**src/design/dcc_pkg.sv**
```systemverilog
// Package for the device capability and device control register bank.
// Holds the register offsets, field positions, reset values and carrier
// structs. Assumes a 32-bit classic Wishbone slave with byte addresses.
package dcc_pkg;

   // Bus geometry.
   localparam int unsigned ADDR_W = 10;  // Byte address width of the slave.
   localparam int unsigned DATA_W = 32;  // Data width of the slave.

   // Register byte offsets.
   localparam logic [9:0] OFF_DEV_CAP   = 10'h0E4; // Device capabilities word.
   localparam logic [9:0] OFF_DEV_CTL   = 10'h0E8; // Device control and status word.
   localparam logic [9:0] OFF_IRQ_STAT  = 10'h200; // Sticky event status.
   localparam logic [9:0] OFF_IRQ_MASK  = 10'h204; // Event mask.

   // Capability field positions.
   localparam int unsigned CAP_MPS_LSB   = 0;   // Supported payload, bits 2:0.
   localparam int unsigned CAP_PHF_LSB   = 3;   // Phantom functions, bits 4:3.
   localparam int unsigned CAP_L0S_LSB   = 6;   // L0s acceptable latency, bits 8:6.
   localparam int unsigned CAP_L1_LSB    = 9;   // L1 acceptable latency, bits 11:9.
   localparam int unsigned CAP_RBER_BIT  = 15;  // Role-based error reporting.
   localparam int unsigned CAP_SPLV_LSB  = 18;  // Slot power limit value, bits 25:18.
   localparam int unsigned CAP_SPLS_LSB  = 26;  // Slot power limit scale, bits 27:26.

   // Control and status field positions.
   localparam int unsigned CTL_ERR_LSB   = 0;   // Four reporting enables, bits 3:0.
   localparam int unsigned CTL_MPS_LSB   = 5;   // Programmed payload, bits 7:5.
   localparam int unsigned CTL_AUX_BIT   = 10;  // Auxiliary power enable.
   localparam int unsigned STA_ERR_LSB   = 16;  // Four detected flags, bits 19:16.

   // Fixed and reset values.
   localparam logic [2:0] MPS_SUPPORTED  = 3'h0; // Encoding of 128 bytes.
   localparam logic [2:0] L0S_LATENCY    = 3'h0; // L0s to L0 acceptable latency.
   localparam logic [2:0] L1_LATENCY     = 3'h0; // L1 to L0 acceptable latency.
   localparam logic       RBER_RESET     = 1'h1; // Role-based reporting after reset.
   localparam logic [7:0] SPLV_RESET     = 8'h00; // Slot power value after reset.
   localparam logic [1:0] SPLS_RESET     = 2'h0;  // Slot power scale after reset.
   localparam logic [3:0] ERR_EN_RESET   = 4'h0;  // Reporting enables after reset.
   localparam logic [4:0] IRQ_MASK_RESET = 5'h00; // Mask after reset.
   localparam int unsigned N_ERR         = 4;     // Number of error classes.
   localparam int unsigned N_EVT         = 5;     // Interrupt events: errors and slot power.

   // Captured slot power limit from a received message.
   typedef struct packed {
      logic [1:0] scale;  // Limit scale.
      logic [7:0] value;  // Limit value.
   } dcc_slot_pwr_s;

   // Control bits that steer the rest of the endpoint.
   typedef struct packed {
      logic       aux_pm_en;  // Auxiliary power draw permitted.
      logic [2:0] max_pl;     // Programmed payload size.
      logic [3:0] err_en;     // UR, fatal, non-fatal, correctable enables.
   } dcc_ctl_s;

endpackage

```
**src/design/dcc_regs.sv**
```systemverilog
// Device capability and device control register bank of a PCI Express
// endpoint, with the detected-error flags and an event interrupt.
// Assumes a classic Wishbone master on the same clock, event pulses from
// the link core on the same clock, and a separate power-on reset.
//
// Implementation choice: the Wishbone slave port.

`timescale 1ns/1ps
`default_nettype none

module dcc_regs (
   // Clock and resets.
   input  wire logic                  CLK_SYS,
   input  wire logic                  ARST_N,
   input  wire logic                  PORST_N,
   // Wishbone slave.
   input  wire logic                  WB_CYC_I,
   input  wire logic                  WB_STB_I,
   input  wire logic                  WB_WE_I,
   input  wire logic [9:0]            WB_ADR_I,
   input  wire logic [3:0]            WB_SEL_I,
   input  wire logic [31:0]           WB_DAT_I,
   output logic      [31:0]           WB_DAT_O,
   output logic                       WB_ACK_O,
   // Events from the link core.
   input  wire logic [3:0]            ERR_EVT,
   input  wire logic                  SLOT_PWR_VALID,
   input  wire dcc_pkg::dcc_slot_pwr_s SLOT_PWR_MSG,
   // Autoload of the role-based reporting bit.
   input  wire logic                  RBER_LOAD_VALID,
   input  wire logic                  RBER_LOAD_VALUE,
   // Control outputs to the endpoint.
   output dcc_pkg::dcc_ctl_s          CTL_OUT,
   // Interrupt.
   output logic                       IRQ
);

   // Merges write data into an old value under the byte enables.
   function automatic logic [31:0] lane_merge(input logic [31:0] old_v,
                                              input logic [31:0] new_v,
                                              input logic [3:0]  sel);
      logic [31:0] res;
      res = old_v;
      for (int i = 0; i < 4; i++) begin
         if (sel[i]) begin
            res[i*8 +: 8] = new_v[i*8 +: 8];
         end
      end
      return res;
   endfunction

   // Bus handshake state.
   logic        ack_q;        // Acknowledge, high for one cycle per request.
   logic [31:0] rdat_q;       // Registered read data.
   logic        req;          // New request not yet acknowledged.
   logic        wr_ctl;       // Write to the control and status word.
   logic        wr_istat;     // Write to the interrupt status.
   logic        wr_imask;     // Write to the interrupt mask.
   logic [31:0] wr_ctl_m;     // Control word after byte-enable merge.

   // Stored state.
   logic                   rber_q;     // Role-based error reporting capability.
   dcc_pkg::dcc_slot_pwr_s spl_q;      // Captured slot power limit.
   logic [3:0]             err_en_q;   // Reporting enables.
   logic [2:0]             max_pl_q;   // Programmed payload size.
   logic                   aux_en_q;   // Sticky auxiliary power enable.
   logic [3:0]             err_det_q;  // Detected-error flags.
   logic [4:0]             istat_q;    // Sticky interrupt events.
   logic [4:0]             imask_q;    // Interrupt mask.
   logic                   irq_q;      // Registered interrupt line.
   logic [2:0]             pl_wr;      // Payload field of a write.
   logic [4:0]             evt;        // Interrupt event pulses.

   // Assembled read words.
   logic [31:0] cap_word;     // Device capabilities word.
   logic [31:0] ctl_word;     // Device control and status word.

   // A request is new while the strobe is up and not yet answered.
   assign req      = WB_CYC_I & WB_STB_I & ~ack_q;
   assign wr_ctl   = req & WB_WE_I & (WB_ADR_I == dcc_pkg::OFF_DEV_CTL);
   assign wr_istat = req & WB_WE_I & (WB_ADR_I == dcc_pkg::OFF_IRQ_STAT);
   assign wr_imask = req & WB_WE_I & (WB_ADR_I == dcc_pkg::OFF_IRQ_MASK);
   assign wr_ctl_m = lane_merge(ctl_word, WB_DAT_I, WB_SEL_I);
   assign evt      = {SLOT_PWR_VALID, ERR_EVT};

   // The capability word is fixed except for the loadable fields.
   always_comb begin
      cap_word = 32'h0000_0000;
      cap_word[dcc_pkg::CAP_MPS_LSB +: 3] = dcc_pkg::MPS_SUPPORTED;
      cap_word[dcc_pkg::CAP_PHF_LSB +: 2] = 2'h0;
      cap_word[dcc_pkg::CAP_L0S_LSB +: 3] = dcc_pkg::L0S_LATENCY;
      cap_word[dcc_pkg::CAP_L1_LSB +: 3]  = dcc_pkg::L1_LATENCY;
      cap_word[dcc_pkg::CAP_RBER_BIT]     = rber_q;
      cap_word[dcc_pkg::CAP_SPLV_LSB +: 8] = spl_q.value;
      cap_word[dcc_pkg::CAP_SPLS_LSB +: 2] = spl_q.scale;
   end

   // The control word shows only the implemented bits; the rest read zero.
   always_comb begin
      ctl_word = 32'h0000_0000;
      ctl_word[dcc_pkg::CTL_ERR_LSB +: 4] = err_en_q;
      ctl_word[dcc_pkg::CTL_MPS_LSB +: 3] = max_pl_q;
      ctl_word[dcc_pkg::CTL_AUX_BIT]      = aux_en_q;
      ctl_word[dcc_pkg::STA_ERR_LSB +: 4] = err_det_q;
   end

   // Acknowledge every request one cycle after it appears, for one cycle.
   // The answer masks the request for one cycle, so a strobe still high in the
   // acknowledge cycle is not taken twice; a strobe held longer is a new request.
   always_ff @(posedge CLK_SYS or negedge ARST_N) begin
      if (!ARST_N) begin
         ack_q <= 1'h0;
      end else begin
         ack_q <= req;
      end
   end

   // Read data is captured with the acknowledge; unmapped addresses read zero.
   always_ff @(posedge CLK_SYS or negedge ARST_N) begin
      if (!ARST_N) begin
         rdat_q <= 32'h0000_0000;
      end else if (req && !WB_WE_I) begin
         case (WB_ADR_I)
            dcc_pkg::OFF_DEV_CAP:  rdat_q <= cap_word;
            dcc_pkg::OFF_DEV_CTL:  rdat_q <= ctl_word;
            dcc_pkg::OFF_IRQ_STAT: rdat_q <= {27'h0, istat_q};
            dcc_pkg::OFF_IRQ_MASK: rdat_q <= {27'h0, imask_q};
            default:               rdat_q <= 32'h0000_0000;
         endcase
      end
   end

   // The role-based bit resets to one and follows the autoload sequence.
   always_ff @(posedge CLK_SYS or negedge ARST_N) begin
      if (!ARST_N) begin
         rber_q <= dcc_pkg::RBER_RESET;
      end else if (RBER_LOAD_VALID) begin
         rber_q <= RBER_LOAD_VALUE;
      end
   end

   // The slot power limit is captured from each received message.
   always_ff @(posedge CLK_SYS or negedge ARST_N) begin
      if (!ARST_N) begin
         spl_q.value <= dcc_pkg::SPLV_RESET;
         spl_q.scale <= dcc_pkg::SPLS_RESET;
      end else if (SLOT_PWR_VALID) begin
         spl_q.value <= SLOT_PWR_MSG.value;
         spl_q.scale <= SLOT_PWR_MSG.scale;
      end
   end

   // Reporting enables are plain read-write bits.
   always_ff @(posedge CLK_SYS or negedge ARST_N) begin
      if (!ARST_N) begin
         err_en_q <= dcc_pkg::ERR_EN_RESET;
      end else if (wr_ctl) begin
         err_en_q <= wr_ctl_m[dcc_pkg::CTL_ERR_LSB +: 4];
      end
   end

   // A payload above the supported size is clamped to the supported size.
   assign pl_wr = wr_ctl_m[dcc_pkg::CTL_MPS_LSB +: 3];

   always_ff @(posedge CLK_SYS or negedge ARST_N) begin
      if (!ARST_N) begin
         max_pl_q <= 3'h0;
      end else if (wr_ctl) begin
         if (pl_wr > dcc_pkg::MPS_SUPPORTED) begin
            max_pl_q <= dcc_pkg::MPS_SUPPORTED;
         end else begin
            max_pl_q <= pl_wr;
         end
      end
   end

   // The auxiliary enable is sticky: of the two resets only the power-on reset clears it.
   always_ff @(posedge CLK_SYS or negedge PORST_N) begin
      if (!PORST_N) begin
         aux_en_q <= 1'h0;
      end else if (wr_ctl) begin
         aux_en_q <= wr_ctl_m[dcc_pkg::CTL_AUX_BIT];
      end
   end

   // Detected-error flags: each error sets its flag, a written one clears it,
   // and an error in the clearing cycle keeps the flag set.
   genvar gi;
   generate
      for (gi = 0; gi < dcc_pkg::N_ERR; gi++) begin : g_det
         always_ff @(posedge CLK_SYS or negedge ARST_N) begin
            if (!ARST_N) begin
               err_det_q[gi] <= 1'h0;
            end else if (ERR_EVT[gi]) begin
               err_det_q[gi] <= 1'h1;
            end else if (wr_ctl && WB_SEL_I[2] && WB_DAT_I[dcc_pkg::STA_ERR_LSB + gi]) begin
               err_det_q[gi] <= 1'h0;
            end
         end
      end
   endgenerate

   // Interrupt events are sticky and cleared by writing ones; a new event wins.
   always_ff @(posedge CLK_SYS or negedge ARST_N) begin
      if (!ARST_N) begin
         istat_q <= 5'h00;
      end else if (wr_istat && WB_SEL_I[0]) begin
         istat_q <= (istat_q & ~WB_DAT_I[4:0]) | evt;
      end else begin
         istat_q <= istat_q | evt;
      end
   end

   // The mask is a plain read-write register.
   always_ff @(posedge CLK_SYS or negedge ARST_N) begin
      if (!ARST_N) begin
         imask_q <= dcc_pkg::IRQ_MASK_RESET;
      end else if (wr_imask && WB_SEL_I[0]) begin
         imask_q <= WB_DAT_I[4:0];
      end
   end

   // The interrupt line is high while any unmasked event is pending.
   always_ff @(posedge CLK_SYS or negedge ARST_N) begin
      if (!ARST_N) begin
         irq_q <= 1'h0;
      end else begin
         irq_q <= |(istat_q & imask_q);
      end
   end

   // Outputs straight from flip-flops.
   assign WB_ACK_O          = ack_q;
   assign WB_DAT_O          = rdat_q;
   assign CTL_OUT           = '{aux_pm_en: aux_en_q, max_pl: max_pl_q, err_en: err_en_q};
   assign IRQ               = irq_q;

   // Checks that guard the register behaviour.

   // The fixed capability fields never move.
   cap_fixed_a: assert property (
      @(posedge CLK_SYS) disable iff (!ARST_N)
      cap_word[4:0] == 5'h00 && cap_word[11:6] == 6'h00)
      else $error("capability payload, phantom or latency field not zero");

   // Latency fields read zero when a capability read is answered.
   lat_read_a: assert property (
      @(posedge CLK_SYS) disable iff (!ARST_N)
      (req && !WB_WE_I && WB_ADR_I == dcc_pkg::OFF_DEV_CAP)
      |=> ack_q && WB_DAT_O[11:6] == 6'h00 && WB_DAT_O[31:28] == 4'h0)
      else $error("capability read returned nonzero latency or reserved bits");

   // An autoload changes the role-based bit on the next edge.
   rber_load_a: assert property (
      @(posedge CLK_SYS) disable iff (!ARST_N)
      RBER_LOAD_VALID |=> rber_q == $past(RBER_LOAD_VALUE))
      else $error("role-based bit did not follow autoload");

   // A slot power message is visible in the capability word next cycle.
   slot_pwr_a: assert property (
      @(posedge CLK_SYS) disable iff (!ARST_N)
      SLOT_PWR_VALID |=> cap_word[25:18] == $past(SLOT_PWR_MSG.value)
                         && cap_word[27:26] == $past(SLOT_PWR_MSG.scale))
      else $error("slot power limit not captured");

   // Control reads show zero in every unimplemented and reserved bit.
   ctl_zero_a: assert property (
      @(posedge CLK_SYS) disable iff (!ARST_N)
      (req && !WB_WE_I && WB_ADR_I == dcc_pkg::OFF_DEV_CTL)
      |=> WB_DAT_O[15:11] == 5'h00 && WB_DAT_O[9:8] == 2'h0 && WB_DAT_O[4] == 1'h0
          && WB_DAT_O[31:20] == 12'h000)
      else $error("control read returned nonzero unimplemented bits");

   // A control write with lane zero lands the four enables.
   err_en_a: assert property (
      @(posedge CLK_SYS) disable iff (!ARST_N)
      (wr_ctl && WB_SEL_I[0]) |=> CTL_OUT.err_en == $past(WB_DAT_I[3:0]))
      else $error("reporting enables did not take written value");

   // The programmed payload can never exceed the supported size.
   pl_clamp_a: assert property (
      @(posedge CLK_SYS) disable iff (!ARST_N)
      wr_ctl |=> CTL_OUT.max_pl <= dcc_pkg::MPS_SUPPORTED)
      else $error("programmed payload above supported size");

   // The auxiliary enable changes only on a control write.
   aux_hold_a: assert property (
      @(posedge CLK_SYS) disable iff (!PORST_N)
      !wr_ctl |=> $stable(aux_en_q))
      else $error("auxiliary enable changed without a write");

   // A correctable error sets its flag whatever the enables say, even while cleared.
   err_flag_a: assert property (
      @(posedge CLK_SYS) disable iff (!ARST_N)
      ERR_EVT[0] |=> err_det_q[0] ##1 (err_det_q[0] || $past(wr_ctl)))
      else $error("correctable flag not set by its error");

   // Each request is answered for exactly one cycle.
   ack_pulse_a: assert property (
      @(posedge CLK_SYS) disable iff (!ARST_N)
      ack_q |=> !ack_q)
      else $error("acknowledge held longer than one cycle");

   // The interrupt follows a pending unmasked event by one cycle.
   irq_level_a: assert property (
      @(posedge CLK_SYS) disable iff (!ARST_N)
      |(istat_q & imask_q) |=> IRQ)
      else $error("interrupt not raised for an unmasked event");

   // A bus write to the capability word leaves every field as it was.
   cap_write_a: assert property (
      @(posedge CLK_SYS) disable iff (!ARST_N)
      (req && WB_WE_I && WB_ADR_I == dcc_pkg::OFF_DEV_CAP
       && !SLOT_PWR_VALID && !RBER_LOAD_VALID)
      |=> $stable(cap_word))
      else $error("capability word changed on a bus write");

   // Capability reads show zero in the reserved bits 17:16, 14:12 and 5.
   cap_rsvd_a: assert property (
      @(posedge CLK_SYS) disable iff (!ARST_N)
      (req && !WB_WE_I && WB_ADR_I == dcc_pkg::OFF_DEV_CAP)
      |=> WB_DAT_O[17:16] == 2'h0 && WB_DAT_O[14:12] == 3'h0 && WB_DAT_O[5] == 1'h0)
      else $error("capability read returned nonzero reserved bits");

   // Every error pulse leaves its detected flag set, a clear in that cycle too.
   err_set_a: assert property (
      @(posedge CLK_SYS) disable iff (!ARST_N)
      (|ERR_EVT) |=> (err_det_q & $past(ERR_EVT)) == $past(ERR_EVT))
      else $error("detected flag missing after its error");

   // A control write with lane one lands the auxiliary enable.
   aux_write_a: assert property (
      @(posedge CLK_SYS) disable iff (!PORST_N)
      (wr_ctl && WB_SEL_I[1]) |=> CTL_OUT.aux_pm_en == $past(WB_DAT_I[10]))
      else $error("auxiliary enable did not take written value");

   // Every event is kept in the interrupt status, even against a clear.
   evt_keep_a: assert property (
      @(posedge CLK_SYS) disable iff (!ARST_N)
      (|evt) |=> (istat_q & $past(evt)) == $past(evt))
      else $error("interrupt event lost");

   // Every new request is answered in the next cycle.
   ack_next_a: assert property (
      @(posedge CLK_SYS) disable iff (!ARST_N)
      req |=> ack_q)
      else $error("request not acknowledged in the next cycle");

   // The interrupt stays low while no unmasked event is pending.
   irq_quiet_a: assert property (
      @(posedge CLK_SYS) disable iff (!ARST_N)
      !(|(istat_q & imask_q)) |=> !IRQ)
      else $error("interrupt raised with no unmasked event");

   // Reads of unmapped addresses return zero.
   unmapped_read_a: assert property (
      @(posedge CLK_SYS) disable iff (!ARST_N)
      (req && !WB_WE_I
       && WB_ADR_I != dcc_pkg::OFF_DEV_CAP && WB_ADR_I != dcc_pkg::OFF_DEV_CTL
       && WB_ADR_I != dcc_pkg::OFF_IRQ_STAT && WB_ADR_I != dcc_pkg::OFF_IRQ_MASK)
      |=> WB_DAT_O == 32'h0000_0000)
      else $error("unmapped read returned nonzero data");

endmodule

`default_nettype wire

```
**config.mk**
```make
export PLATFORM = sky130hd
export DESIGN_NAME = dcc_regs
export DESIGN_NICKNAME = d
export VERILOG_FILES = /design/src/design/dcc_pkg.sv /design/src/design/dcc_regs.sv
export SDC_FILE = /design/constraint.sdc
export NUM_CORES = 1
export LEC_CHECK = 0
export BUFFER_PORTS_ARGS = -buffer_cell sky130_fd_sc_hd__buf_2
export CAP_MARGIN = 20
export CORE_ASPECT_RATIO = 1.25
export CORE_MARGIN = 3
export CORE_UTILIZATION = 35
export CTS_CLUSTER_DIAMETER = 60
export DETAILED_ROUTE_END_ITERATION = 7
export GPL_TIMING_DRIVEN = 0
export PLACE_DENSITY = 0.66
export SETUP_SLACK_MARGIN = 0.15
export SYNTH_ARGS = -nofsm -noshare
export SYNTH_HDL_FRONTEND = slang
export SYNTH_SLANG_ARGS = --single-unit
```
**constraint.sdc**
```tcl
create_clock -name CLK_SYS -period 1.9 [get_ports CLK_SYS]
set_input_delay 0.38 -clock CLK_SYS [delete_from_list [all_inputs] [get_ports CLK_SYS]]
set_output_delay 0.38 -clock CLK_SYS [all_outputs]
set_load 0.01 [all_outputs]
```
==> summary.txt <==
Routing
  • DRT antenna net count: 0
  • Via density: 4.860
  • Vias: 2119
  • Final WL: 6.685 mm
  • Drt first-iter violations: 55
  • WL per Instance: 15.33 um
  • Remaining DRCs: 0
  • DRT Pass-1 Iters: 4

Critical path
  • Crit-path cells: buf_2 > nor3_1 > and2_2 > clkbuf_1 > and2_4 > buf_6 > mux2_4
  • CP top delay family: simple AND/OR/NAND/NOR gates
  • Slowest cell on the critical path: nor3_1
  • Required time worst endpoint: 2110 ps
  • CP arrival: 1960 ps
  • R2R Path End: imask_q[2]$_DFFE_PN0P_
  • R2R Setup Slk: 160 ps
  • CP Buf/Inv Count: 3
  • Worst setup EP type: flip-flop
  • Worst Reg-to-Reg Cells: 6
  • CP peak stage delay: 310 ps
  • CP max FO: 7
  • Reg-to-reg critical path startpoint: WB_ACK_O$_DFF_PN0_
  • Worst Setup Start Kind: input port
  • Critical path class: in -> reg

Power and ir drop
  • Sw Ratio: 21.98%
  • Seq pwr share: 46.8%
  • Combinational share of power: 8.2%
  • PD cells: 733.6 mW/mm2
  • Clock power frac: 45.0%
  • Worst vdd ir: 0.5245 mV
  • Pleak: 1.842 nW
  • Switching power of the nets: 0.5896 mW
  • Int Power: 2.092 mW

Clock tree
  • CTS tree: built
  • Skew-Pair Late Insertion Delay: 330 ps
  • CTS max path bufs: 2
  • H-tree lvl count: 3
  • Clock sinks: 57
  • CTS Root Cell: clkbuf_8
  • Clk slew on worst S/H paths: 70 ps
  • CTS Buf Count: 9

Synthesis
  • Top FF cell, synth: dfrtp_1
  • Post-synth EDFFs: 0
  • Cell taking the most area after synthesis: dfrtp_1
  • Sequential-to-total area share from yosys stat: 53.24%
  • Post-synth top area share: 52.26%
  • Flops & latches, synth: 57
  • Largest cells by area after synthesis: dfrtp_1, mux2_2, buf_4
  • Yosys cell types: 40
  • Syn Inst Count: 232
  • Syn Area/Cell: 11.56 um2
  • Cell Area, Synth: 0.002681 mm2
  • Commonest cells post-synth: dfrtp_1, mux2_2, nand2_1
  • Cell with the most instances after synthesis: dfrtp_1
  • Fraction of registers with async set/reset: 100.0%
  • Yosys synthesis warning count: 0

Worst hold path
  • Type of the most critical hold path: in -> async

Global route
  • GR Layer Usage met2: 23.42%
  • Total congestion overflow: 0
  • Initial antenna violation count: 0
  • Met1 Use GR: 20.61%
  • Global-route wire length before repair: 10.81 mm
  • GRT met3 Usage: 5.784%
  • Grt peak-use layer: met2
  • Largest net degree at the start of global routing: 36
  • Gr usage total: 15.60%
  • Vias in the first global route: 2206

Placement
  • Port buffer count: 76
  • Dpl cell area: 0.003281 mm2
  • Gpl congestion: 0.8478
  • Dpl hpwl: 4.936 mm
  • Placed Instances: 410
  • Place WS: -542.2 ps

Final layout
  • Fin area: 0.003656 mm2
  • Fill cells: 687
  • Total Nets Final: 408
  • Ant. Diodes: 0
  • Fin cells: 436
  • Area delta synth->final: 36.35%
  • Post-layout utilization of the core: 49.40%
  • Share of post-route cells with drive strength above 1: 48.55%

Floorplan
  • Die area: 0.008754 mm2
  • Chip Height: 103.9 um
  • Core area: 0.007401 mm2
  • Row Count: 35
  • Io pins: 111
  • Die width: 84.29 um
  • Initial core utilization: 36.23%

Timing
  • Endpoints failing setup: 0
  • Slew margin rel.: 43.67%
  • Max Clock Freq: 571.8 MHz
  • Setup TNS Final: 0 ps
  • Final hold vios: 0
  • Worst Max-Slew Pin Slew: 837.2 ps
  • RSZ-0062 raised after global routing: true
  • Max-slew violations: 0
  • Worst setup margin: 151.1 ps
  • Minimum clock period: 1749 ps
  • Clock skew: 11.35 ps
  • Period utilisation layout: 92.05%

Flow run
  • Max-cap viol count: 0

Run status
  • Status: completed
-- through the flow --
| step | hold slack [ps] | power [mW] |
|---|---|---|
| finish | 141.2 | 2.682 |
| detailed placement | 157.8 | 1.482 |
| floorplan | 84.41 | 1.373 |
| CTS | 156.7 | 2.710 |
| global route | 196.9 | 2.782 |
| global placement | 160.7 | 1.470 |
-- logic make-up after synthesis --
kind of cell,share of synthesized area [%]
simple gates,16.47
flops,53.24
other cells,0.1399
mux,9.659
buf+inv,7.979
compound gates,12.51
-- per-layer routing --
layer	share of wire, %	wire length, um	vias up
met5	0	0	-
met4	1.0	68	0
met3	8.9	595	6
met2	47	3138	77
met1	43	2883	1006
li1	-	-	1030
-- layout make-up --
class                           count  area (um2)  share of cell area, %
Clock inverter                      2       35.03                 0.9582
Sequential cell                    57        1428                  39.05
Buffer                             31       221.5                  6.057
Clock buffer                       14       182.7                  4.997
Tap cell                           92       115.1                  3.149
Timing Repair Buffer               87       501.7                  13.72
Multi-Input combinational cell    148        1154                  31.55
Inverter                            5       18.77                 0.5133
-- layout by cell type (no fill, tap or decap), types with 4 or more instances in the layout --
| cell | n |
|---|---|
| buf_6 | 4 |
| a22o_1 | 12 |
| nand2_1 | 19 |
| clkbuf_8 | 14 |
| conb_1 | 10 |
| buf_4 | 26 |
| clkbuf_2 | 4 |
| mux2_4 | 10 |
| buf_2 | 77 |
| a21o_1 | 9 |
| nor3_1 | 5 |
| nor4_1 | 4 |
| clkbuf_1 | 4 |
| dfrtp_1 | 56 |
| inv_1 | 5 |
| mux2_2 | 13 |
| nor2_1 | 4 |
| o21ai_0 | 4 |
| nand3_1 | 16 |
-- worst max path at each step --
stage	from	endpoint	slack, ps	cells past startpoint
floorplan	WB_ADR_I[2]	err_en_q[0]$_DFFE_PN0P_	-140	5
global placement	WB_ADR_I[1]	err_en_q[3]$_DFFE_PN0P_	-520	5
detailed placement	WB_ADR_I[1]	err_en_q[1]$_DFFE_PN0P_	-540	5
CTS	WB_ADR_I[6]	imask_q[0]$_DFFE_PN0P_	40	7
global route	WB_ACK_O$_DFF_PN0_	imask_q[2]$_DFFE_PN0P_	60	6
finish	WB_ADR_I[1]	imask_q[2]$_DFFE_PN0P_	150	7
-- sequential cells by signal, summed over array words and instances, names as in the netlist --
signal / flops
WB_DAT_O: 22
cap_word: 10
imask_q: 5
istat_q: 5
ctl_word: 4
err_en_q: 4
max_pl_q: 3
IRQ: 1
WB_ACK_O: 1
aux_en_q: 1
rber_q: 1
-- timing repair --
item | in CTS | in global routing
buffers inserted | 7 | 2
hold buffers | 1 | 0
endpoints found under the hold margin | 1 | 0
resized for setup | 7 | 18
setup endpoints to repair | 31 | 25
pin swaps | 5 | 5
-- power groups by stage --
stage | clock network, mW | registers (mW) | logic, mW
after global routing | 1.28 | 1.26 | 0.243
after detailed placement | 0 | 1.28 | 0.205
after global placement | 0 | 1.28 | 0.194
final | 1.21 | 1.25 | 0.220
after floorplan | 0 | 1.27 | 0.0986
after CTS | 1.24 | 1.25 | 0.213
Note: power is estimated with default switching activity, not from simulation.
